File: src/csi_rx_mon_cfg.svh
// Register indices, field positions and reset values of the receive error monitor.
// Assumes a 32-bit word-aligned register bus; byte address is four times the index.
`ifndef CSI_RX_MON_CFG_SVH
`define CSI_RX_MON_CFG_SVH

`define IDX_PACKET_ERROR_COUNTER 8'h5c
`define IDX_PACKET_ERROR_FLAGS 8'h5d
`define IDX_LANES_LOW_PAIR 8'h5e
`define IDX_LANES_HIGH_PAIR 8'h5f
`define IDX_CLOCK_LANE 8'h60
`define IDX_HEADER_CHANNEL_TYPE 8'h61
`define IDX_HEADER_WC_LOW 8'h62
`define IDX_HEADER_WC_HIGH 8'h63
`define IDX_HEADER_ECC 8'h64
`define IDX_IRQ_STATUS 8'h65
`define IDX_IRQ_MASK 8'h66

`define ERR_COUNT_MAX 8'hff
`define REG_RESET 8'h00
`define IRQ_RESET 7'h00

`define BIT_SHORT_LINE 3
`define BIT_PAYLOAD_SUM 2
`define BIT_HEADER_DOUBLE 1
`define BIT_HEADER_SINGLE 0
`define BIT_CLOCK_LANE_CTRL 1
`define BIT_LEN_CHANGE 7

`define IRQ_BIT_LANE 4
`define IRQ_BIT_CLOCK_LANE 5
`define IRQ_BIT_COUNTED 6
`define IRQ_WIDTH 7

`endif

File: src/csi_rx_mon_pkg.sv
// Types shared by the receive error monitor and its bench.
// Assumes the constants header is included beside it.
package csi_rx_mon_pkg;

    // One sample of the receiver's report, valid at each rising link clock edge.
    typedef struct packed {
        logic hdr_valid;
        logic [1:0] vc;
        logic [5:0] dt;
        logic [15:0] wc;
        logic [5:0] ecc;
        logic pkt_err;
        logic short_line;
        logic payload_sum;
        logic hdr_double;
        logic hdr_single;
        logic len_change;
        logic [3:0] sync_single;
        logic [3:0] sync_multi;
        logic [3:0] req_ctrl;
        logic clk_ctrl;
    } link_event_type;

    typedef struct packed {
        link_event_type ev_s1;
        link_event_type ev_s2;
        logic lclk_s1;
        logic lclk_s2;
        logic lclk_s3;
        logic [7:0] err_count;
        logic [3:0] pkt_flags;
        logic [3:0] lane_single;
        logic [3:0] lane_multi;
        logic [3:0] lane_ctrl;
        logic clk_flag;
        logic [1:0] chan;
        logic [5:0] dtype;
        logic [7:0] wc_lo;
        logic [7:0] wc_hi;
        logic len_change;
        logic [5:0] ecc;
        logic [6:0] irq_status;
        logic [6:0] irq_mask;
        logic wr_pend;
        logic [7:0] wr_idx;
        logic [31:0] hrdata;
        logic hreadyout;
        logic irq;
    } mon_state_type;

endpackage

File: src/csi_rx_error_monitor.sv
// Error counting, fault flags and header capture for the camera serial receive port, as an AHB-Lite slave.
// Assumes the receiver reports one sample per rising link_clk edge, stable around that edge.
//
// Behaviour
// - Eight-bit error packet counter, reset zero.
// - Counter read returns count, then restarts.
// - Bit 3 flags short line, clear-on-read.
// - Bit 2 flags payload checksum fault, clear-on-read.
// - Bit 1 flags header double ECC fault.
// - Bit 0 flags single ECC fault; 7:4 zero.
// - Per lane: single-bit sync fault flag.
// - Per lane: multi-bit sync fault flag.
// - Per lane: control fault in request state.
// - Two lanes per register, bits 4,0 zero.
// - Clock lane control fault in bit 1.
// - Virtual channel captured into bits 7:6.
// - Data type captured into bits 5:0.
// - Word count low byte captured separately.
// - Word count high byte captured separately.
// - Header ECC stored in bits 5:0.
// - Line length change sets bit 7.
`timescale 1ns/1ps
`include "csi_rx_mon_cfg.svh"

module csi_rx_error_monitor (
    input wire logic hclk,
    input wire logic hresetn,
    input wire logic hsel,
    input wire logic [31:0] haddr,
    input wire logic [1:0] htrans,
    input wire logic hwrite,
    input wire logic [2:0] hsize,
    input wire logic [31:0] hwdata,
    input wire logic hready,
    output logic [31:0] hrdata,
    output logic hreadyout,
    output logic hresp,
    output logic irq,
    input wire logic link_clk,
    input wire csi_rx_mon_pkg::link_event_type link_in
);
    import csi_rx_mon_pkg::*;

    mon_state_type r;
    mon_state_type r_nxt;

    // Register index of a bus address; the two byte bits are dropped.
    function automatic logic [7:0] reg_index(input logic [31:0] a);
        reg_index = a[9:2];
    endfunction

    // Packs two lanes as single, multi, control with a zero bit under each triple.
    function automatic logic [7:0] pack_pair(input logic [1:0] s, input logic [1:0] m, input logic [1:0] c);
        pack_pair = {s[1], m[1], c[1], 1'b0, s[0], m[0], c[0], 1'b0};
    endfunction

    logic accept;
    logic rd_acc;
    logic [7:0] acc_idx;
    logic link_edge;
    link_event_type ev;
    logic [7:0] rd_val;
    logic [7:0] status_val;
    logic [6:0] irq_set;

    always_comb begin
        r_nxt = r;
        accept = hsel & hready & htrans[1];
        rd_acc = accept & ~hwrite;
        acc_idx = reg_index(haddr);
        ev = r.ev_s2;

        // Only the second stage is read; the first stage feeds nothing else.
        r_nxt.ev_s1 = link_in;
        r_nxt.ev_s2 = r.ev_s1;
        r_nxt.lclk_s1 = link_clk;
        r_nxt.lclk_s2 = r.lclk_s1;
        r_nxt.lclk_s3 = r.lclk_s2;
        // The link clock runs well below hclk, so one sample per synchronised rising edge is enough.
        link_edge = r.lclk_s2 & ~r.lclk_s3;

        status_val = {4'h0, r.pkt_flags};
        case (acc_idx)
            `IDX_PACKET_ERROR_COUNTER: rd_val = r.err_count;
            `IDX_PACKET_ERROR_FLAGS: rd_val = status_val;
            `IDX_LANES_LOW_PAIR: rd_val = pack_pair(r.lane_single[1:0], r.lane_multi[1:0], r.lane_ctrl[1:0]);
            `IDX_LANES_HIGH_PAIR: rd_val = pack_pair(r.lane_single[3:2], r.lane_multi[3:2], r.lane_ctrl[3:2]);
            `IDX_CLOCK_LANE: rd_val = {6'h00, r.clk_flag, 1'b0};
            `IDX_HEADER_CHANNEL_TYPE: rd_val = {r.chan, r.dtype};
            `IDX_HEADER_WC_LOW: rd_val = r.wc_lo;
            `IDX_HEADER_WC_HIGH: rd_val = r.wc_hi;
            `IDX_HEADER_ECC: rd_val = {r.len_change, 1'b0, r.ecc};
            `IDX_IRQ_STATUS: rd_val = {1'b0, r.irq_status};
            `IDX_IRQ_MASK: rd_val = {1'b0, r.irq_mask};
            default: rd_val = 8'h00;
        endcase

        // Zero-wait slave: data for a read is registered at the address phase edge.
        r_nxt.hreadyout = 1'b1;
        r_nxt.hrdata = rd_acc ? {24'h000000, rd_val} : 32'h00000000;
        r_nxt.wr_pend = accept & hwrite;
        r_nxt.wr_idx = acc_idx;

        // Read side effects land on the address phase edge; events in the same cycle are applied after.
        if (rd_acc && acc_idx == `IDX_PACKET_ERROR_COUNTER) begin
            r_nxt.err_count = `REG_RESET;
        end
        if (rd_acc && acc_idx == `IDX_PACKET_ERROR_FLAGS) begin
            r_nxt.pkt_flags = 4'h0;
        end
        if (rd_acc && acc_idx == `IDX_LANES_LOW_PAIR) begin
            r_nxt.lane_single[1:0] = 2'h0;
            r_nxt.lane_multi[1:0] = 2'h0;
            r_nxt.lane_ctrl[1:0] = 2'h0;
        end
        if (rd_acc && acc_idx == `IDX_LANES_HIGH_PAIR) begin
            r_nxt.lane_single[3:2] = 2'h0;
            r_nxt.lane_multi[3:2] = 2'h0;
            r_nxt.lane_ctrl[3:2] = 2'h0;
        end
        if (rd_acc && acc_idx == `IDX_CLOCK_LANE) begin
            r_nxt.clk_flag = 1'b0;
        end
        if (rd_acc && acc_idx == `IDX_HEADER_ECC) begin
            r_nxt.len_change = 1'b0;
        end

        // Write data arrives in the data phase, one cycle after the address.
        if (r.wr_pend && r.wr_idx == `IDX_IRQ_STATUS) begin
            r_nxt.irq_status = r.irq_status & ~hwdata[6:0];
        end
        if (r.wr_pend && r.wr_idx == `IDX_IRQ_MASK) begin
            r_nxt.irq_mask = hwdata[6:0];
        end

        irq_set = 7'h00;
        if (link_edge) begin
            if (ev.pkt_err) begin
                // Saturating keeps a burst of errors from wrapping to a small count.
                if (r_nxt.err_count != `ERR_COUNT_MAX) begin
                    r_nxt.err_count = r_nxt.err_count + 8'h01;
                end
                irq_set[`IRQ_BIT_COUNTED] = 1'b1;
            end
            r_nxt.pkt_flags[`BIT_SHORT_LINE] = r_nxt.pkt_flags[`BIT_SHORT_LINE] | ev.short_line;
            r_nxt.pkt_flags[`BIT_PAYLOAD_SUM] = r_nxt.pkt_flags[`BIT_PAYLOAD_SUM] | ev.payload_sum;
            r_nxt.pkt_flags[`BIT_HEADER_DOUBLE] = r_nxt.pkt_flags[`BIT_HEADER_DOUBLE] | ev.hdr_double;
            r_nxt.pkt_flags[`BIT_HEADER_SINGLE] = r_nxt.pkt_flags[`BIT_HEADER_SINGLE] | ev.hdr_single;
            r_nxt.lane_single = r_nxt.lane_single | ev.sync_single;
            r_nxt.lane_multi = r_nxt.lane_multi | ev.sync_multi;
            r_nxt.lane_ctrl = r_nxt.lane_ctrl | ev.req_ctrl;
            r_nxt.clk_flag = r_nxt.clk_flag | ev.clk_ctrl;
            r_nxt.len_change = r_nxt.len_change | ev.len_change;
            if (ev.hdr_valid) begin
                r_nxt.chan = ev.vc;
                r_nxt.dtype = ev.dt;
                r_nxt.wc_lo = ev.wc[7:0];
                r_nxt.wc_hi = ev.wc[15:8];
                r_nxt.ecc = ev.ecc;
            end
            irq_set[3:0] = {ev.short_line, ev.payload_sum, ev.hdr_double, ev.hdr_single};
            irq_set[`IRQ_BIT_LANE] = |{ev.sync_single, ev.sync_multi, ev.req_ctrl};
            irq_set[`IRQ_BIT_CLOCK_LANE] = ev.clk_ctrl;
        end
        // A new event wins over a write-one-to-clear in the same cycle.
        r_nxt.irq_status = r_nxt.irq_status | irq_set;
        r_nxt.irq = |(r_nxt.irq_status & r_nxt.irq_mask);
    end

    always_ff @(posedge hclk or negedge hresetn) begin
        if (!hresetn) begin
            r <= '0;
            r.hreadyout <= 1'b1;
        end else begin
            r <= r_nxt;
        end
    end

    assign hrdata = r.hrdata;
    assign hreadyout = r.hreadyout;
    assign hresp = 1'b0;
    assign irq = r.irq;

endmodule

File: config.mk
export PLATFORM = sky130hd
export DESIGN_NAME = csi_rx_error_monitor
export DESIGN_NICKNAME = d
export VERILOG_FILES = /design/src/csi_rx_mon_pkg.sv /design/src/csi_rx_error_monitor.sv
export VERILOG_INCLUDE_DIRS = /design/src /design/src/src
export SDC_FILE = /design/constraint.sdc
export NUM_CORES = 1
export LEC_CHECK = 0
export BUFFER_PORTS_ARGS = -buffer_cell sky130_fd_sc_hd__buf_2
export CORE_UTILIZATION = 50
export CTS_BUF_LIST = sky130_fd_sc_hd__clkbuf_2 sky130_fd_sc_hd__clkbuf_4 sky130_fd_sc_hd__clkbuf_8
export DETAILED_ROUTE_END_ITERATION = 8
export PLACE_DENSITY = 0.78
export SLEW_MARGIN = 40
export SYNTH_ARGS = -nofsm -noshare
export SYNTH_HDL_FRONTEND = slang
export SYNTH_SLANG_ARGS = --single-unit
File: constraint.sdc
create_clock -name hclk -period 1.6 [get_ports hclk]
set_input_delay 0.08 -clock hclk [delete_from_list [all_inputs] [get_ports hclk]]
set_output_delay 0.08 -clock hclk [all_outputs]
set_load 0.03 [all_outputs]
==> results of run 1 <==
==> worst max-delay path, stage by stage, from the launching register on <==
cell	delay, ns
dfrtp_1	0.41
nor3b_4	0.25
nand4b_4	0.23
mux2_2	0.35
a22oi_1	0.18
nand4_1	0.12
==> timing repair <==
action	CTS	global route
pin swaps	1	3
resized for setup	2	19
endpoints found under the hold margin	186	0
buffers inserted	0	4
hold buffers	69	0
endpoints found under the setup margin	2	24
==> stage by stage <==
| step | power [mW] | instances | area (um2) |
|---|---|---|---|
| floorplan | 6.05 | 503 | 7040 |
| global placement | 6.38 | 732 | 7550 |
| detailed placement | 6.44 | 732 | 7550 |
| CTS | 9.41 | 833 | 8600 |
| global route | 9.78 | 837 | 8700 |
| finish | 9.36 | 837 | 8700 |
==> metal layers <==
layer	up-vias	track usage, %
li1	1966	-
met1	2218	27.6
met2	190	36.4
met3	19	6.13
met4	0	7.97
met5	-	0
==> Yosys cell counts (3+ instances only) <==
cell	number	area (um2)
dfrtp_1	191	4780
mux2_2	47	529
buf_4	37	278
nand2_1	26	97.6
a22o_1	19	166
a21oi_1	17	85.1
buf_2	13	65.1
nand3_1	12	60.1
a31oi_1	11	68.8
nor2_1	10	37.5
a22oi_1	8	60.1
o21ai_0	8	40.0
mux2i_1	7	70.1
and3_1	4	25.0
and4b_1	4	40.0
clkbuf_1	4	15.0
nand3b_1	4	30.0
nor2b_1	4	25.0
a211oi_1	3	22.5
inv_1	3	11.3
nand4_1	3	18.8
nor3b_1	3	22.5
nor4_1	3	18.8
==> kinds of logic (layout without fill, tap and decap cells) <==
logic type	count (synthesis)	in the layout	share of synthesized area (%)
simple gates	89	89	7.92
compound gates	80	80	8.12
xor+xnor	2	2	0.252
other cells	2	26	0.108
mux	56	56	9.27
buf+inv	59	217	5.55
flops	191	191	68.8
==> state kept, by name (all words and copies together) (netlist names) <==
name    flops
irq         1
ev         50
hrdata      8
r         132
==> how the worst max path moves through the flow <==
stage,cells past startpoint,slack (ns),endpoint
final,5,-0.07,irq
after global routing,5,-0.14,irq
after CTS,5,-0.04,irq
after detailed placement,5,-0.03,irq
after global placement,5,0.007,irq
after floorplan,5,0.13,irq
==> power by group through the flow <==
| stage | Clock [mW] | Sequential, mW | Combinational, mW |
|---|---|---|---|
| floorplan | 0 | 5.42 | 0.621 |
| global placement | 0 | 5.52 | 0.860 |
| detailed placement | 0 | 5.54 | 0.897 |
| CTS | 2.94 | 5.44 | 1.03 |
| global route | 3.13 | 5.49 | 1.16 |
| finish | 2.86 | 5.46 | 1.04 |
==> layout make-up <==
class | instances | area, um2
Sequential cell | 191 | 4780
Clock buffer | 17 | 234
Fill cell | 945 | 4700
Multi-Input combinational cell | 253 | 1930
Inverter | 3 | 11.3
Clock inverter | 15 | 129
Tap cell | 176 | 220
Timing Repair Buffer | 182 | 1390
==> results.json, run 1 <==
{
  "status": "finished with violations",
  "violations": "setup timing",
  "fin_util_pct": 64.9,
  "diodes": 0,
  "rows": 42,
  "synthCells": 479,
  "r2r-start": "r[41]",
  "startpoint": "r[41]",
  "drtIter0Drc": 293,
  "crit_path_end_kind": "flip-flop",
  "fin_skew_ns": 0.0149,
  "synthDistinctLibCells": 56,
  "hold_class": "in -> async",
  "min_period_ns": 1.67,
  "drive_gt1_share_pct": 33.3,
  "final_cell_mix": "dfrtp_1, buf_2, dlygate4sd3_1",
  "die_y_um": 120,
  "place_hpwl_um": 9590,
  "num_vias": 4393,
  "grt_first_pass_wirelength_um": 23400,
  "root_buffer": "clkbuf_8",
  "antenna_found_initial": 0,
  "cellPowerDensity_nw_per_um2": 1080,
  "dieArea_um2": 14400,
  "yosys_register_bits": 191,
  "die-width_um": 120,
  "netlist_area_um2": 6950,
  "drv_slew": 0,
  "setup_viol": 1,
  "worstPathMaxFanout": 7,
  "timing.setup.tns_ns": -0.0662,
  "met3WireLength_um": 865,
  "timing.hold.ws_ns": 0.159,
  "dp_slack_ns": -0.0289,
  "area_delta_synth_final_pct": 25.2,
  "reg2reg_slack_ns": -0.07,
  "io_buffers": 80,
  "cts_max_level": 4,
  "wl_per_cell_um": 17.1,
  "top_layer": "met4",
  "r2r_end": "irq",
  "clock.fmax_mhz": 600,
  "synth-warning-count": 0,
  "insertion_delay_ns": 0.47,
  "critical_path_class": "reg -> reg",
  "fin_nets": 773,
  "ys_seq_area_share_pct": 68.8,
  "finalWorstSetupSlack_ns": -0.0662,
  "gr-usage-all-layers_pct": 21.9,
  "start_util_pct": 51.9,
  "first_pass_iters": 5,
  "cts_tree": "built",
  "wl_met2_um": 7350,
  "drcViolationCount": 0,
  "final_common_cell": "dfrtp_1",
  "start_kind": "flip-flop",
  "hold_violations": 0,
  "grt_pass1_vias": 4676,
  "pwr-share-seq_pct": 58.3,
  "core_area_um2": 13400,
  "wl_met1_um": 5920,
  "cts_sinks": 191,
  "cts.path.max_buffers": 2,
  "slew_headroom_pct": 62.7,
  "maxCapViolCount": 0,
  "ant_nets": 0,
  "critPathRequiredTime_ns": 1.94,
  "clk_pin_slew_ns": 0.09,
  "rr_worst_depth": 5,
  "grt_max_degree": 66,
  "synthFlopType": "dfrtp_1",
  "cp.arrival_ns": 2.01,
  "cts_buffers": 17,
  "async_flop_share_pct": 100,
  "grt_overflow_total": 0,
  "worstMarginPinSlew_ns": 0.559,
  "p_clk_share_pct": 30.5,
  "swShare_pct": 26.8,
  "vias_per_cell": 5.25,
  "synth_edf_count": 0,
  "p_comb_share_pct": 11.1,
  "p_sw_mw": 2.51,
  "p_int_mw": 6.85,
  "wirelength_um": 14300,
  "io_pins": 160,
  "vdd_ir_drop_max_v": 0.000690,
  "gp_congestion": 0.902,
  "avgSynthCellArea_um2": 14.5,
  "grt_setup_unrepaired": "true",
  "p_leak_nw": 3.97,
  "fin_crit_sh_pct": 104
}
Power figures use the tool's default switching activity.
==> run 2: changes to the inputs <==
--- a/config.mk
+++ b/config.mk
@@ -11,6 +11,7 @@
 export CTS_BUF_LIST = sky130_fd_sc_hd__clkbuf_2 sky130_fd_sc_hd__clkbuf_4 sky130_fd_sc_hd__clkbuf_8
 export DETAILED_ROUTE_END_ITERATION = 8
 export PLACE_DENSITY = 0.78
+export REMOVE_ABC_BUFFERS = 1
 export SLEW_MARGIN = 40
 export SYNTH_ARGS = -nofsm -noshare
 export SYNTH_HDL_FRONTEND = slang
==> results.json, run 2 (same netlist as run 1, synthesis figures left out) <==
{
  "status": "finished with violations",
  "violations": "setup timing",
  "largest_register": "r",
  "drv_slew": 0,
  "diodes": 0,
  "nFillCells": 948,
  "start_kind": "flip-flop",
  "top_layer": "met4",
  "p_leak_nw": 4.02,
  "ant_nets": 0,
  "wl_met1_um": 5680,
  "dieArea_um2": 14400,
  "p_comb_share_pct": 10.7,
  "worstPathMaxFanout": 6,
  "fin_nets": 772,
  "dp_cells": 735,
  "min_period_ns": 1.69,
  "maxCapViolCount": 0,
  "die-width_um": 120,
  "dp_slack_ns": -0.0825,
  "wl_per_cell_um": 16.6,
  "path_buf_inv": 1,
  "cp_slowest_stage_delay_ns": 0.37,
  "drcViolationCount": 0,
  "cellPowerDensity_nw_per_um2": 1110,
  "antenna_found_initial": 0,
  "seq_area_um2": 4780,
  "grt_setup_unrepaired": "true",
  "critPathRequiredTime_ns": 1.93,
  "grt_pass1_vias": 4518,
  "root_buffer": "clkbuf_8",
  "wirelength_um": 13900,
  "die_y_um": 120,
  "placed_area_um2": 7590,
  "cts_max_level": 4,
  "io_buffers": 80,
  "place_hpwl_um": 9260,
  "fin_skew_ns": 0.00906,
  "drtIter0Drc": 238,
  "worstPathCellList": "and4b_2 -> and4b_2 -> buf_6 -> a31oi_2 -> a22oi_1 -> nand4_1",
  "hold_violations": 0,
  "num_vias": 4345,
  "hold_class": "in -> async",
  "crit_family": "simple AND/OR/NAND/NOR gates",
  "wl_met2_um": 6930,
  "final_common_cell": "dfrtp_1",
  "cts.path.max_buffers": 2,
  "cts_sinks": 191,
  "cts_buffers": 17,
  "postCtsSetupBuffers": 0,
  "met3WireLength_um": 900,
  "core_area_um2": 13400,
  "grt_first_pass_wirelength_um": 22400,
  "final_cell_area_um2": 8780,
  "cp.arrival_ns": 2.02,
  "multi_input_area_um2": 1920,
  "drive_gt1_share_pct": 32.8,
  "vdd_ir_drop_max_v": 0.000700,
  "cts_tree": "built",
  "rows": 42,
  "gp_congestion": 0.851,
  "critical_path_class": "reg -> reg",
  "start_util_pct": 51.9,
  "fin_crit_sh_pct": 106,
  "finalNonFillerCells": 835,
  "swShare_pct": 23.9,
  "area_delta_synth_final_pct": 26.3,
  "clk_pin_slew_ns": 0.09,
  "first_pass_iters": 4,
  "clock.fmax_mhz": 592,
  "vias_per_cell": 5.20,
  "cp_slowest_cell": "dfrtp_1",
  "setup_viol": 1,
  "p_clk_share_pct": 33.6,
  "crit_path_end_kind": "flip-flop",
  "final_cell_mix": "dfrtp_1, buf_2, dlygate4sd3_1",
  "io_pins": 160,
  "gr-usage-all-layers_pct": 20.9,
  "crit_top_cell": "and4b_2",
  "grt_max_degree": 60,
  "grt_overflow_total": 0,
  "finalWorstSetupSlack_ns": -0.0885,
  "p_int_mw": 7.42,
  "pwr-share-seq_pct": 55.7,
  "p_sw_mw": 2.33,
  "largest_register_ff_count": 132,
  "insertion_delay_ns": 0.46
}
==> run 2: power by group through the flow <==
stage,Combinational (mW),Clock (mW),Sequential (mW)
after floorplan,0.531,0,5.42
after global placement,0.872,0,5.48
after detailed placement,0.908,0,5.51
after CTS,1.04,3.36,5.42
after global routing,1.14,3.55,5.47
final,1.05,3.27,5.42
==> run 2: layout make-up <==
cell class	instances	area share [%]
sequential	191	54.5
multi-input combinational	253	21.9
timing repair buffer	181	16.2
clock buffer	17	2.67
tap	176	2.51
clock inverter	14	2.15
inverter	3	0.128
==> run 2: worst register-to-register path: cells and delay by family, from the launching register on <==
kind / cells / cell delay [ns]
simple gates: 3 / 0.71
buf+inv: 1 / 0.15
compound gates: 2 / 0.34
flops: 1 / 0.37
==> run 2: per-stage QoR <==
step | power, mW | setup TNS, ns | hold WS [ns] | utilization, %
finish | 9.74 | -0.0885 | 0.0972 | 65.5
global route | 10.2 | -0.160 | 0.107 | 65.5
CTS | 9.82 | -0.0535 | 0.0709 | 65.1
detailed placement | 6.42 | -0.141 | 0.0136 | 56.7
global placement | 6.36 | -0.0989 | 0.00392 | 56.7
floorplan | 5.96 | -33.35 | -0.216 | -
==> run 2: routing by layer <==
layer  global-route usage, %  up-vias
met2                    33.8      191
met3                    5.51       32
met1                    26.7     2149
met4                    9.22        0
met5                       0        -
li1                        -     1973
==> run 2: worst paths after layout <==
check	cells past startpoint	slack, ns	to	from
max	6	-0.09	irq	r[37]
min	2	0.1	ev[4]	hresetn
max reg2reg	6	-0.09	irq	r[37]
min reg2reg	0	0.35	ev[4]	r[170]
max in group asynchronous	3	0.89	r[199]	hresetn
min in group hclk	2	0.11	r[34]	haddr[2]
==> run 2: repair_timing <==
| item | 4_1_cts | 5_1_grt |
|---|---|---|
| hold buffers | 68 | 0 |
| setup endpoints to repair | 1 | 32 |
| resized for setup | 4 | 11 |
| gates cloned | 0 | 1 |
| endpoints found under the hold margin | 263 | 0 |
| pin swaps | 6 | 1 |
==> run 3: changes to the inputs <==
--- a/config.mk
+++ b/config.mk
@@ -10,6 +10,7 @@
 export CORE_UTILIZATION = 50
 export CTS_BUF_LIST = sky130_fd_sc_hd__clkbuf_2 sky130_fd_sc_hd__clkbuf_4 sky130_fd_sc_hd__clkbuf_8
 export DETAILED_ROUTE_END_ITERATION = 8
+export GPL_TIMING_DRIVEN = 0
 export PLACE_DENSITY = 0.78
 export REMOVE_ABC_BUFFERS = 1
 export SLEW_MARGIN = 40
==> results.json, run 3 (same netlist as run 1, synthesis figures left out) <==
{
  "wirelength_um": 13300,
  "crit_path_end_kind": "flip-flop",
  "reg2reg_slack_ns": -0.18,
  "p_clk_share_pct": 33.2,
  "rows": 42,
  "drcViolationCount": 0,
  "root_buffer": "clkbuf_8",
  "p_comb_share_pct": 10.4,
  "finalNonFillerCells": 808,
  "critical_path_class": "reg -> reg",
  "dieArea_um2": 14400,
  "vdd_ir_drop_max_v": 0.000697,
  "path_buf_inv": 0,
  "die-width_um": 120,
  "placed_area_um2": 7380,
  "cts_max_level": 4,
  "cts_sinks": 191,
  "final_cell_mix": "dfrtp_1, buf_2, dlygate4sd3_1",
  "worstHoldPathCells": 1,
  "drive_gt1_share_pct": 30.4,
  "critPathRequiredTime_ns": 1.90,
  "worstMarginPinSlew_ns": 0.726,
  "hold_class": "in -> reg",
  "crit_family": "simple AND/OR/NAND/NOR gates",
  "p_leak_nw": 3.87,
  "insertion_delay_ns": 0.46,
  "dp_cells": 706,
  "first_pass_iters": 5,
  "worstPathCellList": "and4b_2 -> nand4b_4 -> mux2_4 -> a22oi_2 -> nand4_1",
  "violations": "setup timing",
  "grt_setup_unrepaired": "true",
  "fin_crit_sh_pct": 112,
  "gr-usage-all-layers_pct": 20.1,
  "final_common_cell": "dfrtp_1",
  "die_y_um": 120,
  "cts_tree": "built",
  "clk_pin_slew_ns": 0.09,
  "finalWorstSetupSlack_ns": -0.184,
  "start_kind": "flip-flop",
  "io_pins": 160,
  "cts.path.max_buffers": 2,
  "fin_skew_ns": 0.0111,
  "vias_per_cell": 5.25,
  "pwr-share-seq_pct": 56.4,
  "final_cell_area_um2": 8530,
  "area_delta_synth_final_pct": 22.8,
  "r2r_end": "irq",
  "holdPathEnd": "r[35]",
  "grt_overflow_total": 0,
  "antenna_found_initial": 0,
  "worstPathMaxFanout": 7,
  "rr_worst_depth": 5,
  "cts_buffers": 17,
  "p_sw_mw": 2.47,
  "status": "finished with violations",
  "start_util_pct": 51.9,
  "gp_congestion": 0.813,
  "min_period_ns": 1.78,
  "place_hpwl_um": 8500,
  "num_vias": 4238,
  "drtIter0Drc": 245,
  "clock.fmax_mhz": 561,
  "io_buffers": 80,
  "hold_violations": 0,
  "setup_viol": 1,
  "wl_per_cell_um": 16.5,
  "grt_max_degree": 72,
  "maxCapViolCount": 0,
  "ant_nets": 0,
  "diodes": 0,
  "r2r-start": "r[37]",
  "core_area_um2": 13400,
  "cp_slowest_cell": "dfrtp_1",
  "p_int_mw": 7.13,
  "grt_first_pass_wirelength_um": 21900,
  "fin_nets": 744,
  "slew_headroom_pct": 51.6,
  "grt_pass1_vias": 4421,
  "cp_slowest_stage_delay_ns": 0.37,
  "largest_register": "r",
  "hp-start": "haddr[3]",
  "largest_register_ff_count": 132,
  "cp.arrival_ns": 2.09,
  "drv_slew": 0,
  "swShare_pct": 25.7,
  "cellPowerDensity_nw_per_um2": 1120
}
-- run 3: cell count changes in the layout (fill, tap and decap cells not counted), moves of 2 or more --
cell	change
buf_4	-23
buf_12	-5
clkinv_2	-4
inv_8	+3
a31oi_1	+2
a31oi_2	-2
buf_16	+2
buf_6	-2
buf_8	+2
bufinv_16	-2
clkinvlp_4	+2
nor2_1	-2
nor2b_1	-2
-- run 3: how the worst max path moves through the flow --
stage,start,slack (ns),to,cells past startpoint
2_1_floorplan,r[114],-1.08,r[57],3
3_3_place_gp,hresetn,-2.27,ev[37],1
3_5_place_dp,haddr[2],-0.58,hrdata[6],6
4_1_cts,r[37],-0.20,irq,5
5_1_grt,r[41],-0.21,irq,5
6_report,r[37],-0.18,irq,5
-- run 3: timing repair --
action / in CTS / in global routing
hold endpoints to repair: 205 / 0
setup endpoints to repair: 35 / 41
hold buffers: 67 / 0
gates resized for setup: 4 / 11
pin swaps: 1 / 6
setup buffers: 2 / 1
-- run 3: final cells by class --
| class | count | area [um2] |
|---|---|---|
| repair buffers | 153 | 1170 |
| clock buffers | 17 | 234 |
| flip-flops and latches | 191 | 4780 |
| multi-input cells | 253 | 1940 |
| fillers | 985 | 4870 |
| well taps | 176 | 220 |
| clock inverters | 15 | 175 |
| inverters | 3 | 11.3 |
-- run 3: routing by layer --
metal / part of all wire (%) / global-route usage [%] / vias to the layer above / wire (um)
met5: 0 / 0 / - / 0
met2: 48 / 32.0 / 172 / 6420
li1: - / - / 1919 / -
met1: 44 / 26.5 / 2121 / 5820
met4: 2.3 / 8.44 / 0 / 311
met3: 6.0 / 4.99 / 26 / 794
-- run 3: power by group through the flow --
| stage | Sequential, mW | Clock, mW | Combinational (mW) |
|---|---|---|---|
| after detailed placement | 5.50 | 0 | 0.858 |
| after global routing | 5.46 | 3.44 | 1.09 |
| final | 5.41 | 3.19 | 0.998 |
| after global placement | 5.48 | 0 | 0.800 |
| after floorplan | 5.42 | 0 | 0.531 |
| after CTS | 5.41 | 3.25 | 0.993 |
-- run 3: per-stage QoR --
| stage | worst slack (ns) | hold slack [ns] | TNS (ns) | total power [mW] | util (%) |
|---|---|---|---|---|---|
| 3_5_place_dp | -0.578 | 0.0626 | -16.20 | 6.36 | 55.1 |
| 4_1_cts | -0.196 | 0.00261 | -0.196 | 9.65 | 63.3 |
| 6_report | -0.184 | 0.0522 | -0.184 | 9.60 | 63.7 |
| 2_1_floorplan | -1.08 | -0.216 | -33.35 | 5.96 | - |
| 3_3_place_gp | -2.27 | 0.188 | -518.29 | 6.28 | 54.4 |
| 5_1_grt | -0.208 | 0.0324 | -0.233 | 10.0 | 63.7 |
